**config.mk**
```make
export PLATFORM = sky130hd
export DESIGN_NAME = disk_status_ctrl
export DESIGN_NICKNAME = d
export VERILOG_FILES = /design/src/disk_status_pkg.sv /design/src/status_word_format.sv /design/src/disk_status_ctrl.sv
export SDC_FILE = /design/constraint.sdc
export NUM_CORES = 1
export LEC_CHECK = 0
export BUFFER_PORTS_ARGS = -buffer_cell sky130_fd_sc_hd__buf_2
export CORE_MARGIN = 10
export CORE_UTILIZATION = 50
export DETAILED_ROUTE_END_ITERATION = 12
export PLACE_DENSITY = 0.81
export SLEW_MARGIN = 20
export SYNTH_ARGS = -nofsm -noshare
export SYNTH_HDL_FRONTEND = slang
export SYNTH_SLANG_ARGS = --single-unit
```
**constraint.sdc**
```tcl
create_clock -name clock -period 2.7 [get_ports clock]
set_input_delay 0.54 -clock clock [delete_from_list [all_inputs] [get_ports clock]]
set_output_delay 0.54 -clock clock [all_outputs]
set_load 0.005 [all_outputs]
```
**src/disk_status_pkg.sv**
```systemverilog
/*
 * shared constants and types for the disk channel drive-status readback:
 * function codes, status request parameters, response field positions,
 * completion delay and the request and drive-status carriers.
 * assumes a 100 MHz clock and 16-bit function parameters.
 */
`default_nettype none

package disk_status_pkg;

	// ------------------------------------------------------------
	// timing
	// ------------------------------------------------------------
	localparam int unsigned CLK_PERIOD_NS   = 10;
	localparam int unsigned STATUS_DELAY_NS = 2000;                    // completion delay of a status request
	localparam int unsigned STATUS_CYC      = (STATUS_DELAY_NS + CLK_PERIOD_NS - 1) / CLK_PERIOD_NS;
	localparam int unsigned CNT_W           = 8;

	// ------------------------------------------------------------
	// function codes and status request parameters
	// ------------------------------------------------------------
	localparam logic [3:0]  FN_STATUS      = 4'h1;
	localparam logic [3:0]  FN_READ        = 4'h2;
	localparam logic [3:0]  FN_SEL_HEAD    = 4'h4;
	localparam logic [3:0]  FN_SEL_CYL     = 4'h5;
	localparam logic [3:0]  FN_SEL_OFFSET  = 4'h6;
	localparam logic [3:0]  FN_READ_STATUS = 4'h9;                     // function 11 octal
	localparam logic [15:0] PRM_READ_CYL   = 16'h0E00;                 // 007000 octal
	localparam logic [15:0] PRM_READ_HEAD  = 16'h0E01;
	localparam logic [15:0] PRM_READ_DIFF  = 16'h0E02;
	localparam logic [15:0] PRM_READ_ILK   = 16'h0E03;

	// ------------------------------------------------------------
	// response word layout
	// ------------------------------------------------------------
	localparam logic [15:0] STATUS_RESET   = 16'h0000;
	localparam int unsigned CYL_W          = 10;
	localparam int unsigned HEAD_W         = 4;
	localparam int unsigned HEAD_RES_BIT   = 5;
	localparam int unsigned HEAD_CAP_BIT   = 6;
	localparam int unsigned OFS_W          = 5;
	localparam int unsigned OFS_DIR_BIT    = 5;
	localparam int unsigned ILK_W          = 8;
	localparam int unsigned ILK_ZERO_BIT   = 5;
	localparam int unsigned LOST_FN_BIT    = 14;                       // position in error-flag status

	// ------------------------------------------------------------
	// types
	// ------------------------------------------------------------
	typedef enum logic [1:0] {SEL_CYL, SEL_HEAD, SEL_DIFF, SEL_ILK} stat_sel_t;
	typedef enum logic [1:0] {POS_NONE, POS_OFFSET, POS_CYL} last_pos_t;

	typedef struct packed {
		logic        valid;
		logic [3:0]  code;
		logic [15:0] acc;
	} fn_req_t;

	typedef struct packed {
		logic [9:0]  cyl_sel;
		logic [3:0]  head_grp;
		logic        reserved;
		logic        cap_600;
		logic [4:0]  offset_num;
		logic        offset_inward;
		logic [9:0]  cyl_to_go;
		logic [7:0]  interlock;
		logic        head_active;
		logic        seek_done;
	} drive_stat_t;

endpackage : disk_status_pkg

`default_nettype wire

```
**src/status_word_format.sv**
```systemverilog
/*
 * builds the 16-bit status response word for one drive-status request
 * from the live drive status lines.
 * assumes the drive lines are stable while the word is loaded.
 */
`timescale 1ns/1ns
`default_nettype none

module status_word_format (
	// request selection
	input  wire disk_status_pkg::stat_sel_t   sel,
	input  wire disk_status_pkg::last_pos_t   last_pos,
	// drive lines
	input  wire disk_status_pkg::drive_stat_t drv,
	// formatted word
	output logic [15:0]                       word
);
	logic [9:0] ofs_comp;

	// ------------------------------------------------------------
	// ones complement helper, shared by margin and difference
	// ------------------------------------------------------------
	function automatic logic [9:0] ones_comp(input logic [9:0] v);
		ones_comp = ~v;
	endfunction : ones_comp

	// complemented offset number through the shared helper
	assign ofs_comp = ones_comp({5'h00, drv.offset_num});

	// ------------------------------------------------------------
	// response selection, unassigned bits stay zero
	// ------------------------------------------------------------
	always_comb begin
		word = disk_status_pkg::STATUS_RESET;
		unique case (sel)
			disk_status_pkg::SEL_CYL: begin
				word[disk_status_pkg::CYL_W-1:0] = drv.cyl_sel;
			end
			disk_status_pkg::SEL_HEAD: begin
				if (drv.reserved) begin
					word[disk_status_pkg::HEAD_W-1:0]  = drv.head_grp;
					word[disk_status_pkg::HEAD_RES_BIT] = 1'b1;
					word[disk_status_pkg::HEAD_CAP_BIT] = drv.cap_600;
				end
			end
			disk_status_pkg::SEL_DIFF: begin
				if (last_pos == disk_status_pkg::POS_OFFSET) begin
					word[disk_status_pkg::OFS_W-1:0] = ofs_comp[disk_status_pkg::OFS_W-1:0];
					word[disk_status_pkg::OFS_DIR_BIT] = drv.offset_inward;
				end else if (last_pos == disk_status_pkg::POS_CYL) begin
					word[disk_status_pkg::CYL_W-1:0] = ones_comp(drv.cyl_to_go);
				end
			end
			disk_status_pkg::SEL_ILK: begin
				word[disk_status_pkg::ILK_W-1:0]     = drv.interlock;
				word[disk_status_pkg::ILK_ZERO_BIT] = 1'b0;
			end
		endcase
	end

endmodule : status_word_format

`default_nettype wire

```
**src/disk_status_ctrl.sv**
```systemverilog
/*
 * function interpreter of the disk channel for the drive-status requests:
 * busy/done handshake, response loading, read-status transfer, stacking
 * of one function behind a head-group select and lost-function tracking.
 * assumes function strobes are one-cycle pulses synchronous to clock and
 * that the drive pulses head_active and seek_done for one cycle.
 */
`timescale 1ns/1ns
`default_nettype none

// Summary of operation
// - status request: busy up, later done, load
// - cylinder number in low ten bits
// - response word held until next load
// - reserved: head group low bits, bit5
// - bit6 marks 600 megabyte drive
// - head response spans octal 40 to 51
// - not reserved: head response all zero
// - after offset select: complemented offset, five bits
// - bit5 set when offset toward centre
// - after cylinder select: complemented cylinders to go
// - eight interlock flags in low bits
// - fixed meaning for each interlock bit
// - interlock bit5 always zero
// - one function stacks behind head select
// - status displaces stacked read, flags lost
// - status during seek completes, separate done
// - read-status moves response to accumulator
// - early function sets lost-function flag
module disk_status_ctrl (
	// clock, reset, enable
	input  wire logic                         clock,
	input  wire logic                         sys_rst,
	input  wire logic                         ce,
	// function requests from the processor
	input  wire disk_status_pkg::fn_req_t     fn,
	input  wire logic                         lost_fn_clear,
	// disk drive unit status
	input  wire disk_status_pkg::drive_stat_t drv,
	// channel flags and response
	output logic                              busy,
	output logic                              done,
	output logic                              done_evt,
	output logic [15:0]                       status_word,
	output logic                              lost_function,
	// accumulator transfer
	output logic [15:0]                       acc_out,
	output logic                              acc_valid,
	// read path launch
	output logic                              read_start,
	output logic [15:0]                       read_sector,
	// commands forwarded to the disk drive unit
	output logic                              drv_cmd_valid,
	output logic [3:0]                        drv_cmd_code,
	output logic [15:0]                       drv_cmd_arg
);

	// ------------------------------------------------------------
	// state
	// ------------------------------------------------------------
	typedef enum logic {PH_IDLE, PH_WAIT} phase_t;

	typedef struct packed {
		phase_t                     phase;
		logic [disk_status_pkg::CNT_W-1:0] cnt;
		disk_status_pkg::stat_sel_t sel;
		disk_status_pkg::last_pos_t last_pos;
		logic                       busy;
		logic                       done;
		logic                       done_evt;
		logic [15:0]                status_word;
		logic [15:0]                acc_out;
		logic                       acc_valid;
		logic                       head_pend;
		logic                       cyl_pend;
		logic                       stack_valid;
		logic [15:0]                stack_arg;
		logic                       read_start;
		logic [15:0]                read_sector;
		logic                       lost_fn;
		logic                       cmd_valid;
		logic [3:0]                 cmd_code;
		logic [15:0]                cmd_arg;
	} state_t;

	state_t      st_ff;
	state_t      nxt_st;
	logic [15:0] fmt_word;
	logic        is_status;
	logic        acc_stat;
	logic        load_now;

	// ------------------------------------------------------------
	// response formatter
	// ------------------------------------------------------------
	status_word_format u_fmt (
		.sel      (st_ff.sel),
		.last_pos (st_ff.last_pos),
		.drv      (drv),
		.word     (fmt_word)
	);

	// request decode and completion strobe
	assign is_status = fn.valid && fn.code == disk_status_pkg::FN_STATUS &&
		(fn.acc == disk_status_pkg::PRM_READ_CYL || fn.acc == disk_status_pkg::PRM_READ_HEAD ||
		 fn.acc == disk_status_pkg::PRM_READ_DIFF || fn.acc == disk_status_pkg::PRM_READ_ILK);
	assign acc_stat  = ce && is_status && st_ff.phase == PH_IDLE;
	assign load_now  = ce && st_ff.phase == PH_WAIT && st_ff.cnt == '0;

	// ------------------------------------------------------------
	// next-state logic
	// ------------------------------------------------------------
	always_comb begin
		logic lost_set;
		lost_set           = 1'b0;
		nxt_st             = st_ff;
		nxt_st.done_evt    = 1'b0;
		nxt_st.acc_valid   = 1'b0;
		nxt_st.read_start  = 1'b0;
		nxt_st.cmd_valid   = 1'b0;

		// status completion countdown
		if (st_ff.phase == PH_WAIT) begin
			if (st_ff.cnt == '0) begin
				nxt_st.phase       = PH_IDLE;
				nxt_st.busy        = 1'b0;
				nxt_st.done        = 1'b1;
				nxt_st.done_evt    = 1'b1;
				nxt_st.status_word = fmt_word;
			end else begin
				nxt_st.cnt = st_ff.cnt - 1'b1;
			end
		end

		// seek completion gives its own done
		if (drv.seek_done && st_ff.cyl_pend) begin
			nxt_st.cyl_pend = 1'b0;
			nxt_st.done     = 1'b1;
			nxt_st.done_evt = 1'b1;
		end

		// new head group active: launch any stacked read
		if (drv.head_active && st_ff.head_pend) begin
			nxt_st.head_pend = 1'b0;
			if (st_ff.stack_valid) begin
				nxt_st.stack_valid = 1'b0;
				nxt_st.read_start  = 1'b1;
				nxt_st.read_sector = st_ff.stack_arg;
			end
		end

		// function intake
		if (fn.valid) begin
			if (st_ff.phase == PH_WAIT) begin
				lost_set = 1'b1;
			end else if (is_status) begin
				if (nxt_st.stack_valid) begin
					nxt_st.stack_valid = 1'b0;
					lost_set           = 1'b1;
				end
				nxt_st.phase = PH_WAIT;
				nxt_st.cnt   = disk_status_pkg::CNT_W'(disk_status_pkg::STATUS_CYC - 1);
				nxt_st.busy  = 1'b1;
				nxt_st.done  = 1'b0;
				nxt_st.sel   = disk_status_pkg::stat_sel_t'(fn.acc[1:0]);
			end else begin
				unique case (fn.code)
					disk_status_pkg::FN_READ: begin
						if (!nxt_st.head_pend) begin
							nxt_st.read_start  = 1'b1;
							nxt_st.read_sector = fn.acc;
						end else if (nxt_st.stack_valid) begin
							lost_set = 1'b1;
						end else begin
							nxt_st.stack_valid = 1'b1;
							nxt_st.stack_arg   = fn.acc;
						end
					end
					disk_status_pkg::FN_SEL_HEAD: begin
						nxt_st.head_pend = 1'b1;
						nxt_st.cmd_valid = 1'b1;
					end
					disk_status_pkg::FN_SEL_CYL: begin
						nxt_st.cyl_pend  = 1'b1;
						nxt_st.last_pos  = disk_status_pkg::POS_CYL;
						nxt_st.cmd_valid = 1'b1;
					end
					disk_status_pkg::FN_SEL_OFFSET: begin
						nxt_st.last_pos  = disk_status_pkg::POS_OFFSET;
						nxt_st.cmd_valid = 1'b1;
					end
					disk_status_pkg::FN_READ_STATUS: begin
						nxt_st.acc_out   = st_ff.status_word;
						nxt_st.acc_valid = 1'b1;
					end
					default: begin
					end
				endcase
				nxt_st.cmd_code = fn.code;
				nxt_st.cmd_arg  = fn.acc;
			end
		end

		// lost flag: a new event beats a clear in the same cycle
		if (lost_set) begin
			nxt_st.lost_fn = 1'b1;
		end else if (lost_fn_clear) begin
			nxt_st.lost_fn = 1'b0;
		end
	end

	// ------------------------------------------------------------
	// state register
	// ------------------------------------------------------------
	always_ff @(posedge clock) begin
		if (sys_rst) begin
			st_ff             <= '0;
			st_ff.phase       <= PH_IDLE;
			st_ff.sel         <= disk_status_pkg::SEL_CYL;
			st_ff.last_pos    <= disk_status_pkg::POS_NONE;
			st_ff.status_word <= disk_status_pkg::STATUS_RESET;
		end else if (ce) begin
			st_ff <= nxt_st;
		end
	end

	// outputs straight from the state register
	assign busy          = st_ff.busy;
	assign done          = st_ff.done;
	assign done_evt      = st_ff.done_evt;
	assign status_word   = st_ff.status_word;
	assign lost_function = st_ff.lost_fn;
	assign acc_out       = st_ff.acc_out;
	assign acc_valid     = st_ff.acc_valid;
	assign read_start    = st_ff.read_start;
	assign read_sector   = st_ff.read_sector;
	assign drv_cmd_valid = st_ff.cmd_valid;
	assign drv_cmd_code  = st_ff.cmd_code;
	assign drv_cmd_arg   = st_ff.cmd_arg;

	// ------------------------------------------------------------
	// assertions
	// ------------------------------------------------------------
	busy_on_accept_a: assert property (@(posedge clock) disable iff (sys_rst)
		acc_stat |=> busy && !done)
		else $error("status accept did not raise busy and drop done");

	done_on_load_a: assert property (@(posedge clock) disable iff (sys_rst)
		load_now |=> !busy && done && done_evt)
		else $error("status completion did not flip busy and done");

	word_hold_a: assert property (@(posedge clock) disable iff (sys_rst)
		!$past(load_now) && !$past(sys_rst) |-> $stable(status_word))
		else $error("status word changed without a completion");

	cyl_word_a: assert property (@(posedge clock) disable iff (sys_rst)
		load_now && st_ff.sel == disk_status_pkg::SEL_CYL |=> status_word == {6'h00, $past(drv.cyl_sel)})
		else $error("cylinder response wrong");

	head_word_a: assert property (@(posedge clock) disable iff (sys_rst)
		load_now && st_ff.sel == disk_status_pkg::SEL_HEAD && drv.reserved
		|=> status_word[5:4] == 2'b10 && status_word[3:0] == $past(drv.head_grp)
		&& status_word[6] == $past(drv.cap_600) && status_word[15:7] == 9'h000)
		else $error("reserved head response wrong");

	head_zero_a: assert property (@(posedge clock) disable iff (sys_rst)
		load_now && st_ff.sel == disk_status_pkg::SEL_HEAD && !drv.reserved |=> status_word == 16'h0000)
		else $error("unreserved head response not zero");

	diff_word_a: assert property (@(posedge clock) disable iff (sys_rst)
		load_now && st_ff.sel == disk_status_pkg::SEL_DIFF && st_ff.last_pos == disk_status_pkg::POS_CYL
		|=> status_word == {6'h00, ~$past(drv.cyl_to_go)})
		else $error("difference response wrong");

	ilk_word_a: assert property (@(posedge clock) disable iff (sys_rst)
		load_now && st_ff.sel == disk_status_pkg::SEL_ILK
		|=> status_word[5] == 1'b0 && status_word[15:8] == 8'h00 && status_word[7:6] == $past(drv.interlock[7:6]))
		else $error("interlock response wrong");

	displace_a: assert property (@(posedge clock) disable iff (sys_rst)
		acc_stat && st_ff.stack_valid && !(drv.head_active && st_ff.head_pend)
		|=> lost_function && !st_ff.stack_valid && !read_start)
		else $error("stacked read not displaced by status");

	stack_go_a: assert property (@(posedge clock) disable iff (sys_rst)
		ce && drv.head_active && st_ff.head_pend && st_ff.stack_valid
		|=> read_start && read_sector == $past(st_ff.stack_arg))
		else $error("stacked read not launched on head group active");

	read_status_a: assert property (@(posedge clock) disable iff (sys_rst)
		ce && fn.valid && fn.code == disk_status_pkg::FN_READ_STATUS && st_ff.phase == PH_IDLE
		|=> acc_valid && acc_out == $past(status_word))
		else $error("read-status transfer wrong");

endmodule : disk_status_ctrl

`default_nettype wire

```
**Word level (Yosys, flattened, before mapping)**

Index checks and enable logic that the tools add are counted.

- Word-level logic and storage cells: 111
- Output and inout bits: 75
- Register bits after elaboration: 95
- Bits of input ports: 67

- Reduce and logical (&&, ||, !) cells: 19
- Add/subtract/negate cells: 1
- Multiplexer cells: 51
- Bitwise logic cells: 5
- Eq/ne operators: 15

Operators by type and width:

| kind | number |
|---|---|
| two-way mux 37 bit | 2 |
| two-way mux 17 bit | 4 |
| equality test 16 x 12 -> 1 bit (second input constant) | 4 |
| two-way mux 21 bit | 3 |
| two-way mux 19 bit | 2 |
| two-way mux 34 bit | 1 |
| two-way mux 33 bit | 1 |
| two-way mux 15 bit | 2 |
| two-way mux 1 bit | 17 |
| two-way mux 16 bit | 1 |
| case mux 4 bit (4 select lines) | 1 |
| equality test 4 x 3 -> 1 bit (second input constant) | 3 |
| two-way mux 11 bit | 1 |
| two-way mux 10 bit | 1 |
| inverter 10 bit | 1 |
| AND reduction 5 bit | 2 |
| two-way mux 9 bit | 1 |
| zero test 8 bit | 1 |
| two-way mux 2 bit | 4 |
| two-way mux 4 bit | 2 |
| two-way mux 8 bit | 1 |
| case mux 2 bit (2 select lines) | 2 |
| case mux 2 bit (4 select lines) | 1 |
| AND reduction 4 bit | 2 |
| other kinds (19) | 31 |

**Logic depth before layout (Yosys ltp)**

- Word-level depth: 10
- Depth in mapped cells: 8
- Mapped depth without buffers: 6

**Cells and area by module**

A second synthesis with hierarchy kept.

- Cells, all modules: 599
- Area total of the unflattened synthesis: 5,306.3 µm²

By module, submodules not included:

| module | seq. area each (µm²) | instances | area an instance (µm²) | cells each |
|---|---|---|---|---|
| disk_status_ctrl | 2,142.1 | 1 | 4,862.2 | 530 |
| status_word_format | 0.0 | 1 | 444.2 | 69 |

**Least setup slack after synthesis**

OpenSTA, ideal clock, no wires.

- Path type: input-to-reg
- Start: input port fn[13] (netlist bit)
- End: register, netlist name st_ff[96]
- Stages: 5
- Path slack: 405 ps
- Arrival: 2,208 ps
- Setup time: 87 ps
- Cells stage by stage: or4b_1 > or4_1 > buf_2 > or4_1 > o31ai_1

- Cells in the longest elaborated chain, start to end: 6
- Elaborated cells on any way between the ends: 9
- Those cells by class: eq/ne: 4; reduce/logical: 5

RTL lines:

| what | line | text |
|---|---|---|
| start, declared | disk_status_ctrl.sv:36 | `input wire disk_status_pkg::fn_req_t fn,` |
| equality test 16 x 12 -> 1 bit | disk_status_ctrl.sv:105 | `(fn.acc == disk_status_pkg::PRM_READ_CYL \|\| fn.acc == disk_status_pkg::PRM_READ_HEAD \|\|` |
| logical OR 1 bit (2 in series) | disk_status_ctrl.sv:105 |  |
| logical OR 1 bit (*) | disk_status_ctrl.sv:106 | `fn.acc == disk_status_pkg::PRM_READ_DIFF \|\| fn.acc == disk_status_pkg::PRM_READ_ILK);` |
| logical AND 1 bit (*) | disk_status_ctrl.sv:104 | `assign is_status = fn.valid && fn.code == disk_status_pkg::FN_STATUS &&` |
| AND reduction 4 bit (no source line) (*) | n/a |  |

Every way passes the cells marked *; elsewhere a longest branch is shown, timed or not.
A chain may end at the register's enable or synchronous reset.

**Worst setup path in the final report**

- Start: input port fn[13] (netlist bit)
- End: register, netlist name st_ff[96]

- Cells in the longest elaborated chain, start to end: 6
- Elaborated cells on any way between the ends: 9
- Those cells by class: eq/ne: 4; reduce/logical: 5

RTL lines:

| what | line |
|---|---|
| equality test 16 x 12 -> 1 bit | disk_status_ctrl.sv:105 |
| logical OR 1 bit (2 in series) | disk_status_ctrl.sv:105 |
| logical OR 1 bit (*) | disk_status_ctrl.sv:106 |
| logical AND 1 bit (*) | disk_status_ctrl.sv:104 |
| AND reduction 4 bit (no source line) (*) | n/a |

Marks and branches as above.

==> results.json <==
{
  "grt_pass1_wl_um": 21600,
  "fmax_ghz": 0.447,
  "clock_latency_ns": 0.37,
  "clk_pin_slew_ns": 0.09,
  "placed_area_mm2": 0.00508,
  "synth_area_mm2": 0.00478,
  "synth_seq_area_share_pct": 39.8,
  "cap_violations": 0,
  "worstSetupEndpointType": "flip-flop",
  "drt_iter0_drc": 245,
  "grtUsageTotal_pct": 18.3,
  "drive_gt1_share_pct": 28.1,
  "cts_buffers": 9,
  "cp_slowest_stage_delay_ns": 0.64,
  "synth_edf_count": 0,
  "hold_slack_ns": 0.463,
  "synthAdderAreaFrac_pct": 0.523,
  "hold_class": "reg -> reg",
  "num-nets-final": 677,
  "route.met3.wl_um": 1200,
  "synth_compound_area_share_pct": 19.1,
  "skew_ns": 0.0150,
  "synth_top_family_by_area": "simple AND/OR/NAND/NOR gates",
  "slew_headroom_pct": 60.1,
  "clock_sinks": 95,
  "cts.repair.resized": 0,
  "grt_max_degree": 44,
  "finalCritPeriodShare_pct": 82.9,
  "routed_wl_um": 13400,
  "gp_routability_congestion": 0.841,
  "wl_met1_um": 5360,
  "wl_met2_um": 6730,
  "routed_via_density": 5.76,
  "first_pass_iters": 4,
  "synth-async-reset-ratio_pct": 0,
  "critPathRequiredTime_ns": 2.96,
  "dpl.cell_count": 726,
  "final_util_pct": 57.2,
  "power_density_mw_per_mm2": 510,
  "stdcell_count": 743,
  "synth_cell_types": 60,
  "cts_hold_buf": 0,
  "design_area_mm2": 0.00531,
  "fin_ws_ns": 0.462,
  "cts_buffer_depth": 2,
  "die_h_um": 118,
  "post_cts.repair.setup_buffers": 0,
  "synth_area_per_cell_um2": 8.73,
  "hold_viol": 0,
  "top_layer_used": "met4",
  "ys_warn_count": 0,
  "min_period_ns": 2.24,
  "worstPathArrival_ns": 2.50,
  "synth_xor_xnor_area_share_pct": 0.183,
  "power_mw": 2.70,
  "crit_top_cell": "or4_1",
  "synthSimpleGateAreaFrac_pct": 19.2,
  "cp_cell_sequence": "buf_2 -> or4b_1 -> or4_1 -> or4_1 -> o31ai_1",
  "synthCells": 548,
  "initial_core_util_pct": 51.5,
  "coreArea_mm2": 0.00928,
  "fin_tns_setup_ns": 0,
  "ys_ff_latch": 95,
  "path_class": "in -> reg",
  "dp_slack_ns": 0.0898,
  "worstPathMaxFanout": 7,
  "htreeDepth": 3,
  "overflow": 0,
  "die_x_um": 118,
  "ant_nets": 0,
  "die-area_mm2": 0.0139,
  "antenna_found_initial": 1,
  "p_leak_nw": 2.14,
  "pin_count": 142,
  "wire_per_inst_um": 18.1,
  "start_kind": "primary input",
  "drc": 0,
  "grt_setup_unrepaired": "false",
  "rows": 35,
  "area_growth_pct": 10.9,
  "vias": 4279,
  "r2r_slack_ns": 0.60,
  "synth_top_flop_cell": "dfxtp_1",
  "grt_pass1_vias": 4257,
  "worst_pin_slew_ns": 0.598,
  "peakVddDrop_mv": 0.294,
  "finalSetupViolCount": 0,
  "crit_slowest_cell": "or4_1",
  "synthMuxAreaShare_pct": 6.49,
  "fillerInstances": 863,
  "tritoncts": "built",
  "slew_violations": 0,
  "cts_root_buffer": "clkbuf_8",
  "status": "completed",
  "dp.final_hpwl_um": 10200,
  "numPortBuffers": 128
}
power by group:
group	leakage, nW	switching [mW]	internal, mW	total (mW)
Combinational	1.26	0.138	0.0901	0.229
Clock	0.110	0.509	0.534	1.04
Sequential	0.768	0.0118	1.42	1.43
state kept, by name, indices dropped and copies added (netlist names), 4 cells and up:
signal / count
st_ff: 32
drv_cmd_arg: 16
read_sector: 16
acc_out: 10
status_word: 10
drv_cmd_code: 4
worst max-delay path, delay by kind of cell:
kind	cells	cell delay (ns)
buffers and inverters	1	0.12
AO/OA/AOI/OAI	1	0.10
AND/OR/NAND/NOR	3	1.75
worst paths after layout:
path / start / endpoint / depth (start not counted)
worst min register to register: drv_cmd_arg[13]$_SDFFE_PP0P_ / drv_cmd_arg[13]$_SDFFE_PP0P_ / 2
worst max-delay path: fn[13] / st_ff[96]$_SDFFE_PP0P_ / 5
worst min-delay path: drv_cmd_arg[13]$_SDFFE_PP0P_ / drv_cmd_arg[13]$_SDFFE_PP0P_ / 2
worst max register to register: st_ff[106]$_SDFFE_PP0P_ / st_ff[105]$_SDFFE_PP0P_ / 4
cells in the mapped netlist, types with 6 or more instances:
master     number  area share, %
a21oi_1        29            3.0
a221oi_1        6            1.1
a31oi_1         7           0.92
a32oi_1        17            3.1
buf_4          68             11
clkbuf_1       28            2.2
dfxtp_1        95             40
inv_1          11           0.86
mux2i_1        31            6.5
nand2_1        58            4.6
nand2b_1        6           0.78
nand3_1        28            2.9
nor2_1         20            1.6
nor2b_1         7           0.92
nor3_1          7           0.73
o21ai_0        18            1.9
o2bb2ai_1      16            2.9
placed cells by master (no fill, tap or decap), types with 6 or more instances in the layout:
cell / count
nand2b_1: 6
nor3_1: 7
nor2_1: 20
a21oi_1: 28
a221oi_1: 6
buf_2: 128
dfxtp_1: 95
o2bb2ai_1: 16
clkbuf_8: 9
nor2b_1: 7
conb_1: 12
a31oi_1: 7
inv_1: 11
mux2i_1: 31
o21ai_0: 18
a32oi_1: 17
nand3_1: 28
buf_4: 14
nand2_1: 58
per-layer routing:
| metal | global-route usage, % | up-vias |
|---|---|---|
| met4 | 4.33 | 0 |
| met3 | 6.00 | 14 |
| met1 | 21.1 | 2056 |
| li1 | - | 2033 |
| met2 | 32.0 | 176 |
| met5 | 0 | - |
logic make-up after synthesis:
kind of cell,Yosys count
mux,31
xor+xnor,1
buf+inv,117
other cells,1
flops,95
simple gates,173
fa+ha+maj,2
compound gates,128
layout make-up:
class	instances	area [µm²]	share of cell area, %
antenna	1	2.50	0.0472
clock buffer	11	131	2.48
clock inverter	5	88.8	1.67
inverter	13	48.8	0.920
multi-input combinational	347	2230	41.9
sequential	95	1900	35.8
tap	129	161	3.04
timing repair buffer	142	746	14.1
No activity file was read; power rests on OpenSTA's default activity.
